File: config.mk
export PLATFORM = sky130hd
export DESIGN_NAME = smw_ctrl
export DESIGN_NICKNAME = d
export VERILOG_FILES = /design/src/rtl/smw_pkg.sv /design/src/rtl/smw_sync.sv /design/src/rtl/smw_lanes.sv /design/src/rtl/smw_ctrl.sv
export VERILOG_INCLUDE_DIRS = /design/src /design/src/rtl
export SDC_FILE = /design/constraint.sdc
export NUM_CORES = 1
export LEC_CHECK = 0
export BUFFER_PORTS_ARGS = -buffer_cell sky130_fd_sc_hd__buf_2
export CAP_MARGIN = 15
export CORE_MARGIN = 10
export CORE_UTILIZATION = 46
export DETAILED_ROUTE_END_ITERATION = 12
export PLACE_DENSITY = 0.81
export SYNTH_ARGS = -nofsm -noshare
export SYNTH_HDL_FRONTEND = slang
export SYNTH_SLANG_ARGS = --single-unit
File: constraint.sdc
create_clock -name clk_in -period 3.38 [get_ports clk_in]
set_input_delay 0.338 -clock clk_in [delete_from_list [all_inputs] [get_ports clk_in]]
set_output_delay 0.338 -clock clk_in [all_outputs]
set_load 0.03 [all_outputs]
File: src/rtl/smw_consts.svh
`ifndef SMW_CONSTS_SVH
`define SMW_CONSTS_SVH
// ****************************************
// widths and encodings
// ****************************************
`define SMW_MW_8          2'h0
`define SMW_MW_16         2'h1
`define SMW_MW_32         2'h2
`define SMW_SIZE_BYTE     3'h0
`define SMW_SIZE_HALF     3'h1
`define SMW_SIZE_WORD     3'h2
`define SMW_RESP_OKAY     1'h0
`define SMW_RESP_ERROR    1'h1
// ****************************************
// timing counts and reset values
// ****************************************
`define SMW_WAIT_W        5
`define SMW_EXT_W         14
`define SMW_TURN_W        4
`define SMW_CNT_W         15
`define SMW_SYNC_STAGES   3
`define SMW_PIN_IDLE      1'h1
`endif

File: src/rtl/smw_pkg.sv
package smw_pkg;
  // per-bank configuration
  typedef struct packed {
    logic [1:0]  memory_width_field;
    logic        byte_lane_read_level;
    logic        guard_flag;
    logic        slow_timing_flag;
    logic        buffer_enable;
    logic [3:0]  output_enable_delay;
    logic [4:0]  read_wait_count;
    logic [3:0]  write_enable_delay;
    logic [4:0]  write_wait_count;
    logic [3:0]  turnaround_field;
    logic [13:0] extended_wait_count;
  } smw_bank_cfg_t;

  // system bus request
  typedef struct packed {
    logic        write;
    logic [2:0]  size;
    logic [2:0]  bank;
    logic [25:0] addr;
    logic [31:0] wdata;
  } smw_req_t;

  // memory pins, low-active strobes
  typedef struct packed {
    logic [5:0]  chip_select_n;
    logic        output_enable_n;
    logic        write_enable_n;
    logic [3:0]  byte_lane_enable_n;
    logic [23:0] addr;
    logic [31:0] dout;
    logic        dout_en_n;
  } smw_pins_t;

  typedef enum logic [4:0] {
    SMW_IDLE = 5'h01,
    SMW_TURN = 5'h02,
    SMW_RD   = 5'h04,
    SMW_WR   = 5'h08,
    SMW_HOLD = 5'h10
  } smw_state_t;
endpackage

File: src/rtl/smw_sync.sv
`timescale 1ns/100ps
`include "smw_consts.svh"
// ****************************************
// three-stage synchroniser, change taken when stages two and three agree
// ****************************************
module smw_sync #(
  parameter logic RESET_VAL = 1'h1
) (
  input  wire logic clk_in,
  input  wire logic arst_n_in,
  input  wire logic d_in,
  output logic      q_out
);
  logic [`SMW_SYNC_STAGES-1:0] sync_q;

  always_ff @(posedge clk_in or negedge arst_n_in) begin
    if (!arst_n_in) begin
      sync_q <= {`SMW_SYNC_STAGES{RESET_VAL}};
    end else begin
      sync_q <= {sync_q[`SMW_SYNC_STAGES-2:0], d_in};
    end
  end

  always_ff @(posedge clk_in or negedge arst_n_in) begin
    if (!arst_n_in) begin
      q_out <= RESET_VAL;
    end else if (sync_q[1] == sync_q[2]) begin
      q_out <= sync_q[2];
    end
  end
endmodule

File: src/rtl/smw_lanes.sv
`timescale 1ns/100ps
`include "smw_consts.svh"
// ****************************************
// byte-lane and address decode, purely combinational
// ****************************************
module smw_lanes (
  input  wire logic [1:0]  width_in,
  input  wire logic [2:0]  size_in,
  input  wire logic [25:0] addr_in,
  input  wire logic        write_in,
  input  wire logic        read_level_in,
  output logic      [3:0]  lanes_n_out,
  output logic      [23:0] ext_addr_out
);
  logic [3:0] wmask;

  always_comb begin
    wmask = 4'hf;
    unique case (size_in)
      `SMW_SIZE_BYTE: wmask = 4'h1 << addr_in[1:0];
      `SMW_SIZE_HALF: wmask = addr_in[1] ? 4'hc : 4'h3;
      default:        wmask = 4'hf;
    endcase
    // narrow bank: lanes above the bank width are never used on writes
    if (width_in == `SMW_MW_8) begin
      wmask = 4'h1;
    end else if (width_in == `SMW_MW_16) begin
      wmask = {2'h0, wmask[1:0] | wmask[3:2]};
    end
    if (write_in) begin
      lanes_n_out = ~wmask;
    end else begin
      lanes_n_out = {4{~read_level_in}};
    end
  end

  always_comb begin
    unique case (width_in)
      `SMW_MW_16: ext_addr_out = addr_in[24:1];
      `SMW_MW_32: ext_addr_out = addr_in[25:2];
      default:    ext_addr_out = addr_in[23:0];
    endcase
  end
endmodule

File: src/rtl/smw_ctrl.sv
`timescale 1ns/100ps
`include "smw_consts.svh"
// Functional notes
// - output enable follows chip select after output_enable_delay clock periods.
// - read extended by read_wait_count wait states, one period each.
// - read length is oe delay plus one plus read waits; no chip select hold.
// - write strobe always starts at least one period after chip select.
// - write strobe ends one plus write_wait_count periods after initial delay.
// - write_enable_delay postpones strobe start without lengthening the cycle.
// - address and chip select held one period after write strobe ends.
// - turnaround cycles between reads of different banks and read then write.
// - byte lanes from size and bank width; low address bits decoded on writes.
// - accesses wider than a word get an error response.
// - each bank is 8, 16 or 32 bits wide.
// - reads drive all byte lanes to one common level.
// - read level cleared keeps lanes high; set drives them low.
// - width code 01 is 16-bit, 10 is 32-bit; address shifted right.
// - each bank has its own write-protect flag.
// - wait input sampled every cycle; it only holds the access at the last count.
// - normal wait counters allow up to 31 wait states.
// - slow timing flag uses one extended count for reads and writes.
// - an enabled bank buffer is used by every access to that bank.
module smw_ctrl #(
  parameter int NUM_BANKS = 6
) (
  input  wire logic                  clk_in,
  input  wire logic                  arst_n_in,
  input  wire smw_pkg::smw_bank_cfg_t cfg_in [NUM_BANKS],
  input  wire logic                  req_valid_in,
  input  wire smw_pkg::smw_req_t     req_in,
  input  wire logic                  external_wait_n_in,
  input  wire logic [31:0]           mem_din_in,
  output logic                       req_ready_out,
  output logic                       resp_valid_out,
  output logic                       resp_error_out,
  output logic [31:0]                rdata_out,
  output logic                       buffer_used_out,
  output smw_pkg::smw_pins_t         pins_out
);
  initial begin
    if (NUM_BANKS < 1 || NUM_BANKS > 6) begin
      $error("smw_ctrl: NUM_BANKS must be 1 to 6");
    end
  end

  // ****************************************
  // state
  // ****************************************
  smw_pkg::smw_state_t    state_q;
  smw_pkg::smw_req_t      cur_q;
  smw_pkg::smw_bank_cfg_t ccfg_q;
  logic [`SMW_CNT_W-1:0]  cnt_q;
  logic [`SMW_CNT_W-1:0]  strobe_on_q;
  logic [`SMW_CNT_W-1:0]  strobe_off_q;
  logic [`SMW_TURN_W:0]   turn_q;
  logic                   last_read_q;
  logic [2:0]             last_bank_q;
  logic                   wait_ok;
  logic [3:0]             lanes_n;
  logic [23:0]            ext_addr;
  smw_pkg::smw_bank_cfg_t bcfg;
  logic                   too_wide;
  logic                   protected_wr;
  logic                   need_turn;
  logic                   accept;
  logic                   done;

  smw_sync #(
    .RESET_VAL (1'h1)
  ) u_wait_sync (
    .clk_in    (clk_in),
    .arst_n_in (arst_n_in),
    .d_in      (external_wait_n_in),
    .q_out     (wait_ok)
  );

  smw_lanes u_lanes (
    .width_in      (ccfg_q.memory_width_field),
    .size_in       (cur_q.size),
    .addr_in       (cur_q.addr),
    .write_in      (cur_q.write),
    .read_level_in (ccfg_q.byte_lane_read_level),
    .lanes_n_out   (lanes_n),
    .ext_addr_out  (ext_addr)
  );

  // ****************************************
  // request decode
  // ****************************************
  always_comb begin
    bcfg = cfg_in[0];
    if (int'(req_in.bank) < NUM_BANKS) begin
      bcfg = cfg_in[req_in.bank];
    end
    too_wide     = req_in.size > `SMW_SIZE_WORD;
    protected_wr = req_in.write & bcfg.guard_flag;
    // turnaround after a read when the next is a write or another bank's read
    need_turn = last_read_q & (req_in.write | (req_in.bank != last_bank_q));
    accept = (state_q == smw_pkg::SMW_IDLE) & req_valid_in;
  end

  // access ends on the last counted period unless wait holds it
  assign done = (cnt_q == strobe_off_q) & wait_ok;

  // ****************************************
  // sequencer
  // ****************************************
  always_ff @(posedge clk_in or negedge arst_n_in) begin
    if (!arst_n_in) begin
      state_q      <= smw_pkg::SMW_IDLE;
      cur_q        <= '0;
      ccfg_q       <= '0;
      cnt_q        <= '0;
      strobe_on_q  <= '0;
      strobe_off_q <= '0;
      turn_q       <= '0;
    end else begin
      unique case (state_q)
        smw_pkg::SMW_IDLE: begin
          if (accept && !too_wide && !protected_wr) begin
            cur_q  <= req_in;
            ccfg_q <= bcfg;
            cnt_q  <= '0;
            if (bcfg.slow_timing_flag) begin
              // one extended count times both directions
              strobe_off_q <= `SMW_CNT_W'(bcfg.extended_wait_count);
              strobe_on_q  <= req_in.write ? `SMW_CNT_W'(1) : '0;
            end else if (req_in.write) begin
              strobe_on_q  <= `SMW_CNT_W'(bcfg.write_enable_delay) + `SMW_CNT_W'(1);
              // last count is the chip select hold period after the strobe
              strobe_off_q <= `SMW_CNT_W'(bcfg.write_wait_count) + `SMW_CNT_W'(2);
            end else begin
              strobe_on_q  <= `SMW_CNT_W'(bcfg.output_enable_delay);
              strobe_off_q <= `SMW_CNT_W'(bcfg.output_enable_delay)
                              + `SMW_CNT_W'(bcfg.read_wait_count);
            end
            if (need_turn) begin
              turn_q  <= {1'h0, cfg_in_turn(bcfg)} + 5'h1;
              state_q <= smw_pkg::SMW_TURN;
            end else begin
              state_q <= req_in.write ? smw_pkg::SMW_WR : smw_pkg::SMW_RD;
            end
          end
        end
        smw_pkg::SMW_TURN: begin
          turn_q <= turn_q - 5'h1;
          if (turn_q == 5'h1) begin
            state_q <= cur_q.write ? smw_pkg::SMW_WR : smw_pkg::SMW_RD;
          end
        end
        smw_pkg::SMW_RD, smw_pkg::SMW_WR: begin
          // wait input low holds the access at the last count; earlier counts run on regardless
          if (done) begin
            state_q <= smw_pkg::SMW_HOLD;
          end else if (cnt_q != strobe_off_q) begin
            cnt_q <= cnt_q + `SMW_CNT_W'(1);
          end
        end
        smw_pkg::SMW_HOLD: begin
          state_q <= smw_pkg::SMW_IDLE;
        end
      endcase
    end
  end

  function automatic logic [3:0] cfg_in_turn(input smw_pkg::smw_bank_cfg_t c);
    cfg_in_turn = c.turnaround_field;
  endfunction

  // ****************************************
  // turnaround history
  // ****************************************
  always_ff @(posedge clk_in or negedge arst_n_in) begin
    if (!arst_n_in) begin
      last_read_q <= 1'h0;
      last_bank_q <= '0;
    end else if (state_q == smw_pkg::SMW_HOLD) begin
      last_read_q <= ~cur_q.write;
      last_bank_q <= cur_q.bank;
    end
  end

  // ****************************************
  // memory pins, all registered
  // ****************************************
  logic active;
  logic strobe;
  assign active = (state_q == smw_pkg::SMW_RD) | (state_q == smw_pkg::SMW_WR);
  // a write strobe only exists while on-point is not past off-point
  // reads keep output enable through the last count; writes drop the strobe for the hold
  assign strobe = active & (cnt_q >= strobe_on_q) & (~done | ~cur_q.write);

  always_ff @(posedge clk_in or negedge arst_n_in) begin
    if (!arst_n_in) begin
      pins_out <= '{chip_select_n: 6'h3f, output_enable_n: `SMW_PIN_IDLE,
                    write_enable_n: `SMW_PIN_IDLE, byte_lane_enable_n: 4'hf,
                    addr: 24'h0, dout: 32'h0, dout_en_n: `SMW_PIN_IDLE};
    end else begin
      pins_out.chip_select_n <= 6'h3f;
      if (active) begin
        pins_out.chip_select_n[cur_q.bank] <= 1'h0;
      end
      pins_out.addr      <= ext_addr;  // held through the hold period
      pins_out.dout      <= cur_q.wdata;
      pins_out.dout_en_n <= ~((state_q == smw_pkg::SMW_WR) | (state_q == smw_pkg::SMW_HOLD
                             & cur_q.write));
      pins_out.output_enable_n <= ~(strobe & ~cur_q.write);
      pins_out.write_enable_n  <= ~(strobe & cur_q.write);
      if (cur_q.write) begin
        pins_out.byte_lane_enable_n <= strobe ? lanes_n : 4'hf;
      end else begin
        pins_out.byte_lane_enable_n <= active ? lanes_n : 4'hf;
      end
    end
  end

  // ****************************************
  // bus answer
  // ****************************************
  always_ff @(posedge clk_in or negedge arst_n_in) begin
    if (!arst_n_in) begin
      req_ready_out   <= 1'h0;
      resp_valid_out  <= 1'h0;
      resp_error_out  <= `SMW_RESP_OKAY;
      rdata_out       <= 32'h0;
      buffer_used_out <= 1'h0;
    end else begin
      req_ready_out  <= (state_q == smw_pkg::SMW_IDLE) & ~req_valid_in;
      resp_valid_out <= (accept & (too_wide | protected_wr)) |
                        (state_q == smw_pkg::SMW_HOLD);
      resp_error_out <= accept & (too_wide | protected_wr);
      // pins lag the state by one cycle, so the last output enable period ends here
      if ((state_q == smw_pkg::SMW_HOLD) & ~cur_q.write) begin
        rdata_out <= mem_din_in;  // data latched at end of the strobe
      end
      // buffered bank: access marked as passing the buffer
      buffer_used_out <= active & ccfg_q.buffer_enable;
    end
  end
endmodule

==> out/metrics.yaml, run 1 <==
run_status:
  status: "finished clean"
synth:
  yosysWarnings: 0
  synth_cell_types: 63
  syn_avg_cell_area_um2: 10.44
  synthCells: 1134
  async_reset_ff_frac: 1.000
  synth_top_family_by_area: "multiplexers"
  synth.area.mux_share: 0.1810
  ys_top_cells_by_count: "264 x nand2_1, 208 x dfrtp_1, 78 x mux2i_1"
  synth_compound_area_frac: 0.09966
  synth_area_leaders: "dfrtp_1 44%, nand2_1 8.4%, mux2i_1 6.6%"
  synth_ff_type: "dfrtp_1"
  synth-seq-cells: 226
  synth_top_area_frac: 0.4397
  ys_seq_area_frac: 0.4796
  yosysMostFrequentCell: "nand2_1"
  yosys.area_share.simple: 0.1522
  syn_area_um2: 11840
  yosysTopAreaCell: "dfrtp_1"
  synth-edff-count: 0
  synthXorXnorAreaFrac: 0.02737
  syn-num-nets: 1506
  synthAdderAreaFrac: 0.02156
grt:
  grt_use_total: 0.2282
  grt_pass1_wl_um: 60620
  gr-total-overflow: 0
  grt_max_degree: 103
  antenna_found_initial: 7
  grt_pass1_vias: 11070
cts:
  worstSkewPairLatency_ns: 0.51
  cts_buffers: 23
  clk_pin_slew_ns: 0.06
  post_cts_resized: 0
  root_buffer: "clkbuf_16"
  cts_tree: "yes"
  clock-sinks: 226
  h-tree-depth: 1
  clock_path_buffers: 3
sta:
  slew_headroom: 0.3993
  drv_slew: 0
  worst_slew_pin_slew_ns: 0.9011
  hold_viol: 0
  setup_tns_ns: 0
  setup_viol: 0
  rsz0062_at_grt: "no"
  fin_crit_ns: 2.561
  fmax_mhz: 390.5
  finalCritPeriodShare: 0.7577
  skew_ns: 0.01187
route:
  drc: 0
  drtIter0Drc: 708
  dr.pass1.iters: 6
  drt.antenna.violating_nets: 0
  viasPerCell: 5.408
  wirelength_um: 39350
  wire_per_inst_um: 20.43
  vias: 10420
setup_path:
  end_kind: "register"
  reg2reg_depth: 8
  reg2reg_from: "cnt_q[0]"
  r2r-end: "pins_out[60]"
  critPathMaxFanout: 16
  critPathRequiredTime_ns: 3.80
  worstSetupEndpoint: "strobe_off_q[4]"
  startpoint: "req_in[58]"
  cp.arrival_ns: 2.98
  r2r_slack_ns: 1.04
  path_class: "primary input to register"
  critPathLaunchType: "primary input"
worst_hold_path:
  hold_path_class: "primary input to register"
  holdPathStages: 3
placement:
  dp_hpwl_um: 31050
  gp_congestion: 0.9433
  dpl_cell_area_um2: 14410
  port_buffers: 457
job:
  cap_violations: 0
cells_and_area:
  fin_area_um2: 15250
  multi_input_area_um2: 5717
  nets: 1944
  area_growth_syn_to_layout_pct: 28.80
  regArea_um2: 5678
  drive_above_1_share: 0.4021
  fillers: 2110
floorplanning:
  core_um2: 25250
  dieArea_um2: 32550
  fp-row-count: 58
  initial_core_util: 0.4688
  die_h_um: 180.4
  die_w_um: 180.4
  ios: 458
pwr:
  p_per_area_nw_per_um2: 462.2
  max-vdd-ir-drop_mv: 0.3524
  p_leak_nw: 7.956
==> worst max-delay path, stage by stage <==
cell     delay (ns)
buf_4          0.28
buf_4          0.29
mux4_2         0.51
mux2_2         0.31
fa_1           0.45
a21o_1         0.18
a21oi_1        0.19
xnor2_1        0.09
o21a_1         0.18
a31oi_1        0.15
==> layout make-up <==
class | count | share of cell area
diodes | 7 | 0.001149
clock buffers | 29 | 0.04053
inverters | 15 | 0.003692
well taps | 330 | 0.02708
clock inverters | 13 | 0.01157
repair buffers | 487 | 0.1687
flip-flops and latches | 226 | 0.3724
multi-input cells | 819 | 0.3749
==> flip-flops by register name, indices dropped and copies added, names as in the netlist, 4 cells and up <==
name and count:
state_q 5, ccfg_q 4, cnt_q 15, strobe_off_q 14, strobe_on_q 5, rdata_out 32
turn_q 5, pins_out 69, cur_q 65
==> placed cells by master (no fill, tap or decap), types with 4 or more instances in the layout <==
cell type  count
clkinv_2       5
bufinv_16      4
a211oi_1       4
a311oi_1       4
xor2_1        31
nor2b_1        5
diode_2        7
clkbuf_1       4
dfrtp_1      208
mux4_2        33
ha_1          18
or4_1          5
a22oi_1       24
clkbuf_16     23
o31ai_1       12
nand2b_1       9
o21ai_0       53
mux2i_1       77
o22ai_1       11
a21o_1         7
and3_1        12
nand3b_1       4
mux2_2        55
nand2_1      264
nand3_1       23
buf_2        454
a21oi_1       40
nor3_1         8
nor2_1        53
nor4_1         6
inv_1         15
dfstp_2       18
nand4_1        6
o211ai_1       5
xnor2_1        6
buf_4         26
==> cells by family (layout without fill, tap and decap cells) <==
family / Yosys count / in the layout
simple gates: 413 / 413
flops: 226 / 226
compound gates: 183 / 183
mux: 166 / 166
buf+inv: 89 / 544
xor+xnor: 37 / 37
fa+ha+maj: 20 / 20
other cells: 0 / 7
==> where the power goes <==
| part | switching (W) | total, W | internal [W] | leakage (nW) |
|---|---|---|---|---|
| sequential | 0.000176 | 0.00302 | 0.00284 | 2.95 |
| combinational | 0.000752 | 0.00138 | 0.000628 | 4.62 |
| clock | 0.00104 | 0.00265 | 0.00161 | 0.384 |
| total | 0.00197 | 0.00705 | 0.00508 | 7.96 |
==> through the flow <==
| stage | power [W] | instances | hold WS (ns) | worst slack, ns | util |
|---|---|---|---|---|---|
| 2_1_floorplan | 0.003875 | 1134 | 0.04241 | 0.1902 | - |
| 3_3_place_gp | 0.004403 | 1874 | 0.3477 | 0.3935 | 0.5705 |
| 3_5_place_dp | 0.004440 | 1874 | 0.3476 | 0.3318 | 0.5705 |
| 4_1_cts | 0.007112 | 1919 | 0.001855 | 0.8554 | 0.6031 |
| 5_1_grt | 0.007384 | 1926 | 0.01174 | 0.7207 | 0.6038 |
| 6_report | 0.007048 | 1926 | 0.02346 | 0.8190 | 0.6038 |
==> worst min path at each step <==
stage	startpoint	to	slack, ns
floorplan	arst_n_in	buffer_used_out	0.04
global placement	u_wait_sync.sync_q[0]	u_wait_sync.sync_q[1]	0.35
detailed placement	u_wait_sync.sync_q[0]	u_wait_sync.sync_q[1]	0.35
CTS	req_in[55]	cur_q[55]	0.002
global route	req_in[4]	cur_q[4]	0.01
finish	req_in[6]	cur_q[6]	0.02
==> routing by layer <==
layer,share of wire,vias up,wire length [um],GRT usage
met5,0,-,0,0
met4,0.030,0,1161,0.08465
met3,0.081,71,3170,0.06245
met2,0.52,463,20480,0.4082
met1,0.37,5000,14540,0.2532
li1,-,4882,-,-
==> what timing repair did <==
action,4_1_cts,5_1_grt
hold endpoints to repair,91,0
hold buffers,3,0
buffers inserted,0,0
Note: power is estimated with default switching activity, not from simulation.
==> run 2, diff against run 1 <==
- clock period: 3.38 -> 2.4 ns (I/O delays scaled with it)
==> run 2 against run 1 <==
Against the previous run: register-to-register slack got worse by 0.77 ns; sequential power is 40% higher; die area stayed put; critical path depth fell by 2; total power is 46% higher; sequential cell count did not move; design area rose by 8.7%; wire length increased by 11%; sequential share of layout area is 3.0 points lower; critical path type is now register to register; largest power group unchanged.
==> out/metrics.yaml, run 2 (same netlist as run 1, synthesis figures left out) <==
run_status:
  status: "finished clean"
route:
  dr.pass1.iters: 5
  vias: 11100
  drc: 0
  wire_per_inst_um: 21.17
  viasPerCell: 5.397
  drtIter0Drc: 850
  wirelength_um: 43560
  drt.antenna.violating_nets: 0
floorplanning:
  fp-row-count: 58
  dieArea_um2: 32550
  initial_core_util: 0.4688
  core_um2: 25250
  die_h_um: 180.4
  ios: 458
  die_w_um: 180.4
cells_and_area:
  drive_above_1_share: 0.3973
  top_register: "pins_out"
  mostFrequentLayoutCells: "454 x buf_2, 264 x nand2_1, 208 x dfrtp_1"
  fillers: 1900
  final_cells: 2057
  largest_register_ffs: 69
  layout_commonest_cell: "buf_2"
  area_growth_syn_to_layout_pct: 40.03
  reg_top3: "pins_out (69), cur_q (65), rdata_out (32)"
  nets: 2074
setup_path:
  path_class: "register to register"
  path_buf_inv: 2
  reg2reg_depth: 8
  critPathLaunchType: "register"
  cp.arrival_ns: 2.57
  r2r-end: "pins_out[59]"
  end_kind: "register"
  r2r_slack_ns: 0.27
  critPathMaxFanout: 5
  critPathRequiredTime_ns: 2.84
  critPathTopFamily: "compound AO/OA/AOI/OAI gates"
  reg2reg_from: "cnt_q[0]"
  cp_slowest_cell: "o41a_1"
  crit_top_cell: "inv_1"
  crit_chain: "inv_1 > ha_1 > inv_1 > o31ai_1 > a21oi_1 > o211ai_1 > nand3_1 > o41a_1"
  max_stage_delay_ns: 0.44
sta:
  skew_ns: 0.01505
  rsz0062_at_grt: "no"
  holdWs_ns: 0.02058
  setup_viol: 0
  worst_slew_pin_slew_ns: 0.8051
  slew_headroom: 0.4633
  drv_slew: 0
  hold_viol: 0
  fin_crit_ns: 2.135
  setup_tns_ns: 0
  finalCritPeriodShare: 0.8894
  fmax_mhz: 468.5
grt:
  grt_pass1_wl_um: 67540
  gr-total-overflow: 0
  grt_use_total: 0.2567
  grt_pass1_vias: 11950
  antenna_found_initial: 11
  grt_max_degree: 78
pwr:
  p_per_area_nw_per_um2: 622.1
  max-vdd-ir-drop_mv: 0.5962
  finalPower_w: 0.01031
  p_leak_nw: 8.573
placement:
  gp_congestion: 0.9446
  place_inst: 1912
  dp_hpwl_um: 32220
  port_buffers: 457
cts:
  h-tree-depth: 1
  clock_path_buffers: 3
  clk_pin_slew_ns: 0.06
  post_cts_resized: 0
  root_buffer: "clkbuf_16"
  cts_buffers: 24
  clock-sinks: 226
  worstSkewPairLatency_ns: 0.51
  cts_tree: "yes"
worst_hold_path:
  holdPathEnd: "cur_q[29]"
  min-delay-start: "req_in[29]"
  holdPathStages: 3
  hold_path_class: "primary input to register"
job:
  cap_violations: 0
==> run 2: routing by layer <==
layer | routed length, um | track usage
met5 | 13 | 0
met4 | 1747 | 0.1119
met3 | 3368 | 0.06827
met2 | 22450 | 0.4534
met1 | 15980 | 0.2846
==> run 2: metrics by stage <==
| step | utilization | setup slack, ns | instance area, um^2 |
|---|---|---|---|
| finish | 0.6565 | 0.2654 | 16580 |
| global route | 0.6565 | 0.03806 | 16580 |
| CTS | 0.6557 | 0.2605 | 16560 |
| detailed placement | 0.5853 | -0.2424 | 14780 |
| global placement | 0.5853 | -0.1721 | 14780 |
| floorplan | - | -0.3978 | 11960 |
==> run 2: how the worst max path moves through the flow <==
stage          startpoint         endpoint  slack, ns  cells after the start
2_1_floorplan  req_in[58]  strobe_off_q[4]      -0.40                     13
3_3_place_gp   req_in[58]  strobe_off_q[4]      -0.17                     10
3_5_place_dp   req_in[58]  strobe_off_q[4]      -0.24                     12
4_1_cts          cnt_q[0]     pins_out[59]       0.26                      8
5_1_grt          cnt_q[0]     pins_out[59]       0.04                      8
6_report         cnt_q[0]     pins_out[59]       0.27                      8
==> run 2: cell type report <==
class | instances | area [um^2] | area share
sequential | 226 | 5678 | 0.3425
antenna | 8 | 20.02 | 0.001208
multi-input combinational | 819 | 5756 | 0.3472
tap | 330 | 412.9 | 0.02491
clock inverter | 10 | 142.6 | 0.008604
clock buffer | 33 | 694.4 | 0.04189
timing repair buffer | 616 | 3819 | 0.2303
inverter | 15 | 56.30 | 0.003396
==> run 2: worst register-to-register path, cell delays in order, from the launching register on <==
cell and delay, ns:
dfrtp_1 0.36, inv_1 0.06, ha_1 0.27, inv_1 0.03, o31ai_1 0.24, a21oi_1 0.10, o211ai_1 0.28, nand3_1 0.28
o41a_1 0.45
==> run 2: where the power goes <==
| part | internal (W) | switching [W] |
|---|---|---|
| sequential | 0.00400 | 0.000224 |
| combinational | 0.00105 | 0.00115 |
| clock | 0.00235 | 0.00154 |
==> run 2: repair_timing <==
action / in CTS / in global routing
endpoints found under the hold margin: 163 / 0
setup buffers: 0 / 0
hold buffers: 94 / 0
